===== src/design/fpsf_pkg.sv =====
package fpsf_pkg;

    // Register map of the frame control and status word.
    localparam logic [31:0] FPSF_CSR_ADDR      = 32'h0000_0000;
    localparam logic [31:0] FPSF_ADDR_MASK     = 32'h0000_00FC;

    // Bit positions inside the control and status word.
    localparam int          FPSF_START_BIT     = 0;
    localparam int          FPSF_IRQ_EN_BIT    = 1;
    localparam int          FPSF_OVR_BIT       = 2;
    localparam int          FPSF_MODE_LSB      = 3;
    localparam int          FPSF_MODE_MSB      = 4;

    // Values after reset.
    localparam logic [1:0]  FPSF_MODE_RESET    = 2'h0;
    localparam logic        FPSF_IRQ_EN_RESET  = 1'b0;
    localparam logic        FPSF_FLAG_RESET    = 1'b0;
    localparam logic [31:0] FPSF_RDATA_RESET   = 32'h0000_0000;

    // Encodings of the frame error checking mode field.
    localparam logic [1:0]  FPSF_MODE_OFF      = 2'h0;
    localparam logic [1:0]  FPSF_MODE_NODEBUG  = 2'h1;
    localparam logic [1:0]  FPSF_MODE_RSVD     = 2'h2;
    localparam logic [1:0]  FPSF_MODE_ALWAYS   = 2'h3;

    // AHB transfer type bit that marks NONSEQ or SEQ.
    localparam int          FPSF_HTRANS_ACTIVE = 1;

endpackage


===== src/design/fpsf_flag_if.sv =====
`timescale 1ns/10ps
interface fpsf_flag_if;
    logic set;
    logic clr;
    logic flag;
    logic next_flag;

    modport owner (
        input  set,
        input  clr,
        output flag,
        output next_flag
    );
    modport user (
        output set,
        output clr,
        input  flag,
        input  next_flag
    );
endinterface


===== src/design/fpsf_top.sv =====
`timescale 1ns/10ps
// Function
// - Frame overrun flag reads 1 once detected, stays until written 1.
// - With the enable set, data-phase start raises the wake interrupt.
// - Wake interrupt stays asserted until the start flag is cleared.
// - Every data-phase start sends a pulse to the delay block.
// - Start flag in bit 0 sets on each data-phase start.
// - Writing 1 to the start flag clears it.
// - Enabled frame start during run mode sets overrun flag, raises NMI.
// - Mode field: 00 off, 01 outside debug, 11 always, 10 reserved.
module fpsf_top
    import fpsf_pkg::*;
(
    input  wire logic        hclk,                  // System clock.
    input  wire logic        hresetn,               // Async reset, low.
    input  wire logic        hsel,                  // Slave select.
    input  wire logic [31:0] haddr,                 // Byte address.
    input  wire logic [1:0]  htrans,                // Transfer type.
    input  wire logic        hwrite,                // Write when high.
    input  wire logic [2:0]  hsize,                 // Transfer size.
    input  wire logic [31:0] hwdata,                // Write data.
    input  wire logic        hready,                // Bus ready.
    output logic      [31:0] hrdata,                // Read data.
    output logic             hreadyout,             // Slave ready.
    output logic             hresp,                 // Always OKAY.
    input  wire logic        frame_start,           // Frame start pulse.
    input  wire logic        data_phase_start,      // Data-phase start.
    input  wire logic        cpu_run_mode,          // CPU in run mode.
    input  wire logic        background_debug_enable, // Debug enabled.
    output logic             data_phase_start_pulse, // To delay block.
    output logic             wake_irq,              // CPU wake interrupt.
    output logic             nmi_level7,            // Level-7 interrupt.
    output logic             frame_overrun_flag,    // Overrun flag copy.
    output logic             data_phase_start_flag  // Start flag copy.
);

    typedef struct packed {
        logic [1:0]  err_mode;
        logic        irq_en;
        logic        wake_irq;
        logic        nmi;
        logic        dps_pulse;
        logic        ovr_copy;
        logic        start_copy;
        logic        wr_pend;
        logic        ready;
        logic [31:0] rdata;
    } fpsf_state_t;

    fpsf_state_t s;
    fpsf_state_t next_s;

    fpsf_flag_if ovr_if ();
    fpsf_flag_if start_if ();

    logic       addr_take;
    logic       addr_hit;
    logic       check_active;
    logic       err_set;
    logic       ovr_clear;
    logic       start_clear;
    logic [1:0] mode_now;

    fpsf_sticky_flag #(
        .RESET_VALUE (FPSF_FLAG_RESET)
    ) u_ovr_flag (
        .hclk    (hclk),
        .hresetn (hresetn),
        .port    (ovr_if)
    );

    fpsf_sticky_flag #(
        .RESET_VALUE (FPSF_FLAG_RESET)
    ) u_start_flag (
        .hclk    (hclk),
        .hresetn (hresetn),
        .port    (start_if)
    );

    assign addr_take = hsel && htrans[FPSF_HTRANS_ACTIVE] && hready;
    assign addr_hit  = (haddr & FPSF_ADDR_MASK) == FPSF_CSR_ADDR;

    // Writes land in the data phase, so the clear strobes use hwdata now.
    assign ovr_clear   = s.wr_pend && hwdata[FPSF_OVR_BIT];
    assign start_clear = s.wr_pend && hwdata[FPSF_START_BIT];

    // The checking mode in force is the stored one; a write takes effect
    // from the next cycle, which keeps the compare off the bus path.
    assign mode_now = s.err_mode;
    always_comb begin
        case (mode_now)
            FPSF_MODE_OFF:     check_active = 1'b0;
            FPSF_MODE_NODEBUG: check_active = !background_debug_enable;
            FPSF_MODE_ALWAYS:  check_active = 1'b1;
            FPSF_MODE_RSVD:    check_active = 1'b0;
            default:           check_active = 1'b0;
        endcase
    end

    assign err_set = frame_start && cpu_run_mode && check_active;

    assign ovr_if.set   = err_set;
    assign ovr_if.clr   = ovr_clear;
    assign start_if.set = data_phase_start;
    assign start_if.clr = start_clear;

    always_comb begin
        next_s           = s;
        next_s.ready     = 1'b1;
        next_s.dps_pulse = data_phase_start;
        next_s.nmi        = ovr_if.next_flag;
        next_s.ovr_copy   = ovr_if.next_flag;
        next_s.start_copy = start_if.next_flag;
        if (s.wr_pend) begin
            next_s.err_mode = hwdata[FPSF_MODE_MSB:FPSF_MODE_LSB];
            next_s.irq_en   = hwdata[FPSF_IRQ_EN_BIT];
        end
        // The interrupt latches at the start event and falls with the flag.
        next_s.wake_irq = (data_phase_start && s.irq_en)
                          || (s.wake_irq && start_if.next_flag);
        next_s.wr_pend  = addr_take && hwrite && addr_hit;
        // Read data come from the next state so a read right after a
        // write sees the written value.
        next_s.rdata = FPSF_RDATA_RESET;
        if (addr_take && !hwrite && addr_hit) begin
            next_s.rdata[FPSF_MODE_MSB:FPSF_MODE_LSB] = next_s.err_mode;
            next_s.rdata[FPSF_OVR_BIT]    = ovr_if.next_flag;
            next_s.rdata[FPSF_IRQ_EN_BIT] = next_s.irq_en;
            next_s.rdata[FPSF_START_BIT]  = start_if.next_flag;
        end
    end

    always_ff @(posedge hclk or negedge hresetn) begin
        if (!hresetn) begin
            s <= '{err_mode:  FPSF_MODE_RESET,
                   irq_en:    FPSF_IRQ_EN_RESET,
                   wake_irq:  1'b0,
                   nmi:       1'b0,
                   dps_pulse: 1'b0,
                   ovr_copy:  FPSF_FLAG_RESET,
                   start_copy: FPSF_FLAG_RESET,
                   wr_pend:   1'b0,
                   ready:     1'b1,
                   rdata:     FPSF_RDATA_RESET};
        end else begin
            s <= next_s;
        end
    end

    assign hrdata                 = s.rdata;
    assign hreadyout              = s.ready;
    assign hresp                  = 1'b0;
    assign data_phase_start_pulse = s.dps_pulse;
    assign wake_irq               = s.wake_irq;
    assign nmi_level7             = s.nmi;
    assign frame_overrun_flag     = s.ovr_copy;
    assign data_phase_start_flag  = s.start_copy;
endmodule


===== src/design/fpsf_sticky_flag.sv =====
`timescale 1ns/10ps
module fpsf_sticky_flag
    import fpsf_pkg::*;
#(
    parameter logic RESET_VALUE = FPSF_FLAG_RESET
) (
    input  wire logic       hclk,    // System clock.
    input  wire logic       hresetn, // Asynchronous reset, active low.
    fpsf_flag_if.owner      port     // Set, clear and flag state.
);

    typedef struct packed {
        logic flag;
    } fpsf_sticky_t;

    fpsf_sticky_t s;
    fpsf_sticky_t next_s;

    // A set in the same cycle as a clearing write wins, so no event is lost.
    always_comb begin
        next_s = s;
        if (port.set) begin
            next_s.flag = 1'b1;
        end else if (port.clr) begin
            next_s.flag = 1'b0;
        end
    end

    always_ff @(posedge hclk or negedge hresetn) begin
        if (!hresetn) begin
            s <= '{flag: RESET_VALUE};
        end else begin
            s <= next_s;
        end
    end

    assign port.flag      = s.flag;
    assign port.next_flag = next_s.flag;
endmodule


===== config.mk =====
export PLATFORM = sky130hd
export DESIGN_NAME = fpsf_top
export DESIGN_NICKNAME = d
export VERILOG_FILES = /design/src/design/fpsf_pkg.sv /design/src/design/fpsf_flag_if.sv /design/src/design/fpsf_top.sv /design/src/design/fpsf_sticky_flag.sv
export SDC_FILE = /design/constraint.sdc
export NUM_CORES = 1
export LEC_CHECK = 0
export ABC_AREA = 1
export BUFFER_PORTS_ARGS = -buffer_cell sky130_fd_sc_hd__buf_2
export CAP_MARGIN = 20
export CELL_PAD_IN_SITES_DETAIL_PLACEMENT = 1
export CELL_PAD_IN_SITES_GLOBAL_PLACEMENT = 1
export CORE_UTILIZATION = 16
export DETAILED_ROUTE_END_ITERATION = 8
export MAX_ROUTING_LAYER = met4
export PLACE_DENSITY_LB_ADDON = 0.25
export SYNTH_ARGS = -nofsm -noshare
export SYNTH_HDL_FRONTEND = slang
export SYNTH_HIERARCHICAL = 1
export SYNTH_SLANG_ARGS = --single-unit

===== constraint.sdc =====
create_clock -name hclk -period 0.9 [get_ports hclk]
set_input_delay 0.09 -clock hclk [delete_from_list [all_inputs] [get_ports hclk]]
set_output_delay 0.09 -clock hclk [all_outputs]
set_load 0.03 [all_outputs]

## Word level (Yosys, flattened, before mapping)

Cells that the tools add are included.

- Word-level logic and storage cells: 36
- Bits in registers: 13

- Eq/ne operators: 3
- Mux-type cells: 7
- Reductions and logical operators: 18

Operators with widths:

| cell | count |
|---|---|
| logical NOT 32 bit | 1 |
| logical AND 1 bit | 12 |
| 2-to-1 mux 5 bit | 1 |
| == test 2 bit, second input constant | 2 |
| 2-to-1 mux 1 bit | 4 |
| 2-to-1 mux 3 bit | 1 |
| case mux 1 bit (3 select lines) | 1 |
| == test 2 x 1 -> 1 bit, second input constant | 1 |
| logical NOT 1 bit | 2 |
| logical NOT 2 bit | 1 |
| OR reduction 2 bit | 1 |
| logical OR 1 bit | 1 |

## Logic depth before layout (Yosys ltp)

Gate-level depths: netlist (run 1).

- Word-level depth: 6
- Mapped depth: 7

## Modules after synthesis

Netlist (run 1), hierarchy kept.

By module, submodules not included:

| module | seq. area each (sq um) | instances | area each (sq um) | cells each |
|---|---|---|---|---|
| fpsf_top | 325.3 | 1 | 769.5 | 91 |
| fpsf_sticky_flag | 25.0 | 2 | 40.0 | 5 |

## Least setup slack after synthesis (run 1)

No wires, ideal clock.

- Path type: reg-to-reg
- Start point: reg s[33] (netlist name)
- End point: reg s (netlist bit wake_irq)
- Path buffers: 0
- Required time: 0.779 ns
- Path slack: -0.063 ns
- Arrival time: 0.842 ns
- Period minus slack after synthesis: 0.963 ns
- Cell stages (with the launch flop): 7
- Path through: dfrtp_1 -> nand2_1 -> inv_1 -> inv_1 -> nand2_1 -> nand2_1 -> a22o_1

RTL lines:

| element | RTL line | source |
|---|---|---|
| from (decl) | fpsf_top.sv:50 | `fpsf_state_t s;` |
| from (signal assigned) | fpsf_top.sv:135 | `s <= '{err_mode: FPSF_MODE_RESET,` |
| from (signal assigned) | fpsf_top.sv:146 | `s <= next_s;` |

==> flow_summary.yaml, run 1 <==
status:
  status: "complete, but fails checks"
  violations: "negative setup slack"
route:
  first_iter_violations: 8
  viasPerCell: 3.10
  first_pass_iters: 3
  ant_nets: 0
  wl_per_cell_um: 8.40
  drc_errors: 0
  vias: 642
  wl_mm: 1.74
clocking:
  root_buffer: "clkbuf_8"
  tritoncts: "built"
  cts_max_level: 1
  cts_buffer_depth: 2
  clock_sinks: 15
  cts_buffers: 3
  clk_latency_ns: 0.24
  clk_pin_slew_worst_paths_ns: 0.06
floorplanning:
  die_area_mm2: 0.00561
  io_pins: 117
  die_x_um: 74.9
  die_h_um: 74.9
  initial_core_util: 0.166
  rows: 26
  coreArea_mm2: 0.00511
synth:
  netlist_area_um2: 850
  yosysUniqueCellTypes: 12
  ys.warnings.count: 6
  synth_seq_area_share: 0.442
  ys_ff_latch: 15
  synth_cells: 101
  syn_area_per_cell_um2: 8.41
grt:
  grt_pass1_vias: 633
  antenna_found_initial: 0
  grt_use_total: 0.0660
  grt_pass1_wl_mm: 2.67
  grt_max_degree: 16
  grt-ovfl-total: 0
worst_setup_path:
  r2r_cells: 6
  required_ns: 1.04
  critical_path_class: "flip-flop to flip-flop"
  worstPathArrival_ns: 1.13
  crit_path_max_incr_delay_ns: 0.41
  crit_fanout: 5
  cp_common_cell: "nand2_2"
  cp-endpoint: "wake_irq"
  critPathLaunch: "s[33]"
  crit_path_start_kind: "flip-flop"
  path_cells: "nand2_2 > inv_2 > inv_2 > nand2_2 > nand2_2 > a22o_1"
  r2r-end: "wake_irq"
  rr_startpoint: "s[33]"
  slowest_stage: "dfrtp_2"
  worst_setup_path_end_kind: "flip-flop"
  rrSetupSlack_ns: -0.1
sta:
  fin_crit_sh: 1.11
  period_minus_slack_ns: 0.999
  finalSetupViolCount: 9
  max_freq_mhz: 1000
  hold_viol: 0
  slew_violations: 0
  setup_ws_ns: -0.0990
  fin_worst_skew_ns: 0.00552
  rsz0062_at_grt: "true"
finish:
  fin_nets: 216
  multiInputGateArea_um2: 290
  utilization: 0.217
  fill_cells: 641
  drive_gt1_frac: 0.438
  n_antenna_cell: 0
  register_area_um2: 377
  areaGrowthSynthToFinish_pct: 30.6
  stdcell_count: 207
power_and_ir_drop:
  leakagePower_nw: 0.632
  power_density_mw_per_mm2: 1550
  ir_drop_mv: 0.396
placement:
  finalWeightedCongestion: 0.653
  placedCellCount: 197
  place_hpwl_mm: 1.40
  port_buffers: 30
hold_path:
  hold_class: "input pin to flip-flop"
run:
  drv_cap: 0
==> power by group <==
group          switching (mW)  internal, mW  total (mW)
clock network           0.220         0.313       0.533
logic                   0.320         0.131       0.450
registers              0.0214         0.715       0.736
==> cell families (layout without fill, tap and decap cells) <==
group | Yosys count | after routing | share of synthesized area
compound gates | 2 | 2 | 0.0162
simple gates | 28 | 28 | 0.140
other cells | 2 | 29 | 0.00884
buf+inv | 54 | 63 | 0.393
flops | 15 | 15 | 0.442
==> what timing repair did <==
action | 4_1_cts | 5_1_grt
pin swaps | 3 | 5
setup buffers | 3 | 1
hold buffers | 2 | 0
setup endpoints to repair | 7 | 12
hold endpoints to repair | 16 | 0
resized for setup | 5 | 16
gates cloned | 0 | 0
==> cells in the final DEF, fill, tap and decap left out, drive strengths merged <==
cell type / instances
buf: 38
conb: 29
inv: 19
dfrtp: 15
nand2: 15
nor3: 6
clkbuf: 4
nor2: 3
nand3: 3
dlygate4sd3: 2
nand4: 1
a21oi: 1
a22o: 1
==> synth_stat cells (all sizes together) <==
cell type,number,area [µm²]
nand3,3,15.0
dfrtp,15,375
nor3,6,30.0
buf,35,263
nand2,15,56.3
a22o,1,8.76
nor2,3,11.3
a21oi,1,5.00
conb,2,7.51
inv,19,71.3
nand4,1,6.26
==> how the worst min path moves through the flow <==
stage / cells after the start / startpoint / end
after floorplan: 0 / hresetn / data_phase_start_flag
after global placement: 1 / hresetn / data_phase_start_pulse
after detailed placement: 1 / hresetn / data_phase_start_flag
after CTS: 2 / data_phase_start / wake_irq
after global routing: 2 / data_phase_start / wake_irq
final: 2 / data_phase_start / wake_irq
==> layer usage <==
metal	vias to the layer above	global-route usage	part of all wire
li1	305	-	-
met2	44	0.117	0.48
met4	0	0.0252	0
met3	0	0.0120	0.11
met5	-	-	0
met1	293	0.0733	0.41
==> worst max-delay path: cells and delay by family, from the launching register on <==
kind                   cells  cell delay, ns
AOI/OAI and AO/OA          1            0.22
and+or+nand+nor            3            0.19
DFF                        1            0.41
buffers and inverters      2            0.07
==> flip-flops by register name (all words and copies together), names as in the netlist <==
register	flops
hrdata	5
mode_now	2
s	2
data_phase_start_flag	1
data_phase_start_pulse	1
frame_overrun_flag	1
u_ovr_flag/port.flag	1
u_start_flag/port.flag	1
wake_irq	1
==> per-stage QoR <==
| stage | power (mW) | setup WS [ns] | hold WS, ns | TNS [ns] | area (µm²) |
|---|---|---|---|---|---|
| after floorplan | 1.13 | -0.0541 | -0.206 | -0.0541 | 953 |
| final | 1.72 | -0.0990 | 0.0900 | -0.217 | 1110 |
| after global placement | 1.13 | -0.132 | 0.0117 | -0.440 | 958 |
| after detailed placement | 1.14 | -0.152 | 0.0135 | -0.513 | 958 |
| after CTS | 1.70 | -0.0987 | 0.0859 | -0.383 | 1060 |
| after global routing | 1.81 | -0.171 | 0.109 | -0.890 | 1110 |
==> area by class of cell <==
type,count,area share
timing repair buffer,40,0.213
inverter,19,0.0665
sequential,15,0.339
tap,70,0.0789
multi-input combinational,59,0.262
clock buffer,4,0.0406
No activity file was read; power rests on OpenSTA's default activity.
==> run 2, diff against run 1 <==
==> constraint.sdc (replaced) <==
create_clock -name hclk -period 0.9 [get_ports hclk]
set_input_delay 0.18 -clock hclk [delete_from_list [all_inputs] [get_ports hclk]]
set_output_delay 0.18 -clock hclk [all_outputs]
set_load 0.03 [all_outputs]
==> flow_summary.yaml, run 2 (synthesis results as in run 1) <==
finish:
  layout_common_cells: "conb_1, buf_2, inv_1"
  n_antenna_cell: 0
  largest_reg_flops: 5
  utilization: 0.223
  multiInputGateArea_um2: 287
  fin_nets: 214
  register_area_um2: 377
  fill_cells: 630
  drive_gt1_frac: 0.407
  stdcell_count: 205
  final_common_cell: "conb_1"
  areaGrowthSynthToFinish_pct: 34.3
clocking:
  clk_pin_slew_worst_paths_ns: 0.06
  clock_sinks: 15
  cts_buffer_depth: 2
  cts_buffers: 3
  cts_max_level: 1
  clk_latency_ns: 0.24
  tritoncts: "built"
  root_buffer: "clkbuf_8"
sta:
  fin_crit_sh: 1.09
  slew_violations: 0
  period_minus_slack_ns: 0.980
  setup_ws_ns: -0.0797
  max_freq_mhz: 1020
  finalSetupViolCount: 18
  hold_slack_ns: 0.0779
  fin_worst_skew_ns: 0.00288
  hold_viol: 0
  rsz0062_at_grt: "true"
  fin_tns_setup_ns: -0.639
power_and_ir_drop:
  leakagePower_nw: 0.636
  ir_drop_mv: 0.414
  power_density_mw_per_mm2: 1500
worst_setup_path:
  crit_family: "flip-flops"
  cp_num_buf_inv: 1
  crit_fanout: 2
  required_ns: 0.72
  worst_setup_path_end_kind: "output pin"
  worstPathArrival_ns: 0.80
  crit_path_start_kind: "flip-flop"
  path_cells: "buf_4"
  slowest_stage: "dfrtp_1"
  critical_path_class: "flip-flop to output pin"
  crit_path_max_incr_delay_ns: 0.39
route:
  drc_errors: 0
  viasPerCell: 3.07
  vias: 629
  first_iter_violations: 16
  ant_nets: 0
  wl_per_cell_um: 8.16
  wl_mm: 1.67
  first_pass_iters: 3
grt:
  antenna_found_initial: 0
  grt_pass1_vias: 588
  grt_use_total: 0.0622
  grt-ovfl-total: 0
  grt_pass1_wl_mm: 2.50
  grt_max_degree: 16
run:
  drv_cap: 0
hold_path:
  hold_class: "input pin to flip-flop"
floorplanning:
  rows: 26
  die_h_um: 74.9
  coreArea_mm2: 0.00511
  initial_core_util: 0.166
  die_area_mm2: 0.00561
  die_x_um: 74.9
  io_pins: 117
placement:
  port_buffers: 30
  finalWeightedCongestion: 0.623
  preCtsSetupSlack_ns: -0.156
  placedCellCount: 197
  place_hpwl_mm: 1.39
status:
  status: "complete, but fails checks"
  violations: "negative setup slack"
## run 2: cell types whose count changed in the layout (fill, tap and decap cells not counted), moves of 2 or more
cell and change:
inv_2 -2, nand2_1 +2, nand2_2 -2, buf_2 -9
inv_1 +2, buf_6 +8
## run 2: stage by stage
stage,cell area (µm²),total power [mW]
2_1_floorplan,953,1.13
4_1_cts,1100,1.73
3_5_place_dp,958,1.14
3_3_place_gp,958,1.13
5_1_grt,1140,1.80
6_report,1140,1.71
## run 2: final cells by class
type                       instances  area share
sequential                        15       0.330
multi-input combinational         59       0.251
timing repair buffer              38       0.238
tap                               70      0.0768
inverter                          19      0.0647
clock buffer                       4      0.0395
## run 2: metal layers
layer,routed length (µm),vias up,GRT usage
li1,-,301,-
met1,656,284,0.0657
met2,824,44,0.109
met3,191,0,0.0134
met4,0,0,0.0314
met5,0,-,-
## run 2: where the power goes
group / internal (mW) / switching (mW)
clock: 0.313 / 0.217
sequential: 0.715 / 0.0232
combinational: 0.131 / 0.312
total: 1.16 / 0.553
## run 2: path summary, 6_finish.rpt
check,start,end,slack [ns],cells past startpoint
setup reg to reg,s[33],wake_irq,-0.06,6
hold / removal,data_phase_start,data_phase_start_pulse,0.08,1
hold reg to reg,u_ovr_flag/port.flag,u_ovr_flag/port.flag,0.49,2
max in group asynchronous,hresetn,s[33],0.26,2
min in group asynchronous,hresetn,data_phase_start_pulse,0.37,2
setup / recovery,wake_irq,wake_irq,-0.08,1
## run 2: repair_timing
item,in CTS,in global routing
pin swaps,3,5
hold buffers,1,0
resized for setup,23,10
hold endpoints to repair,15,0
setup endpoints to repair,16,21
buffers inserted,2,1
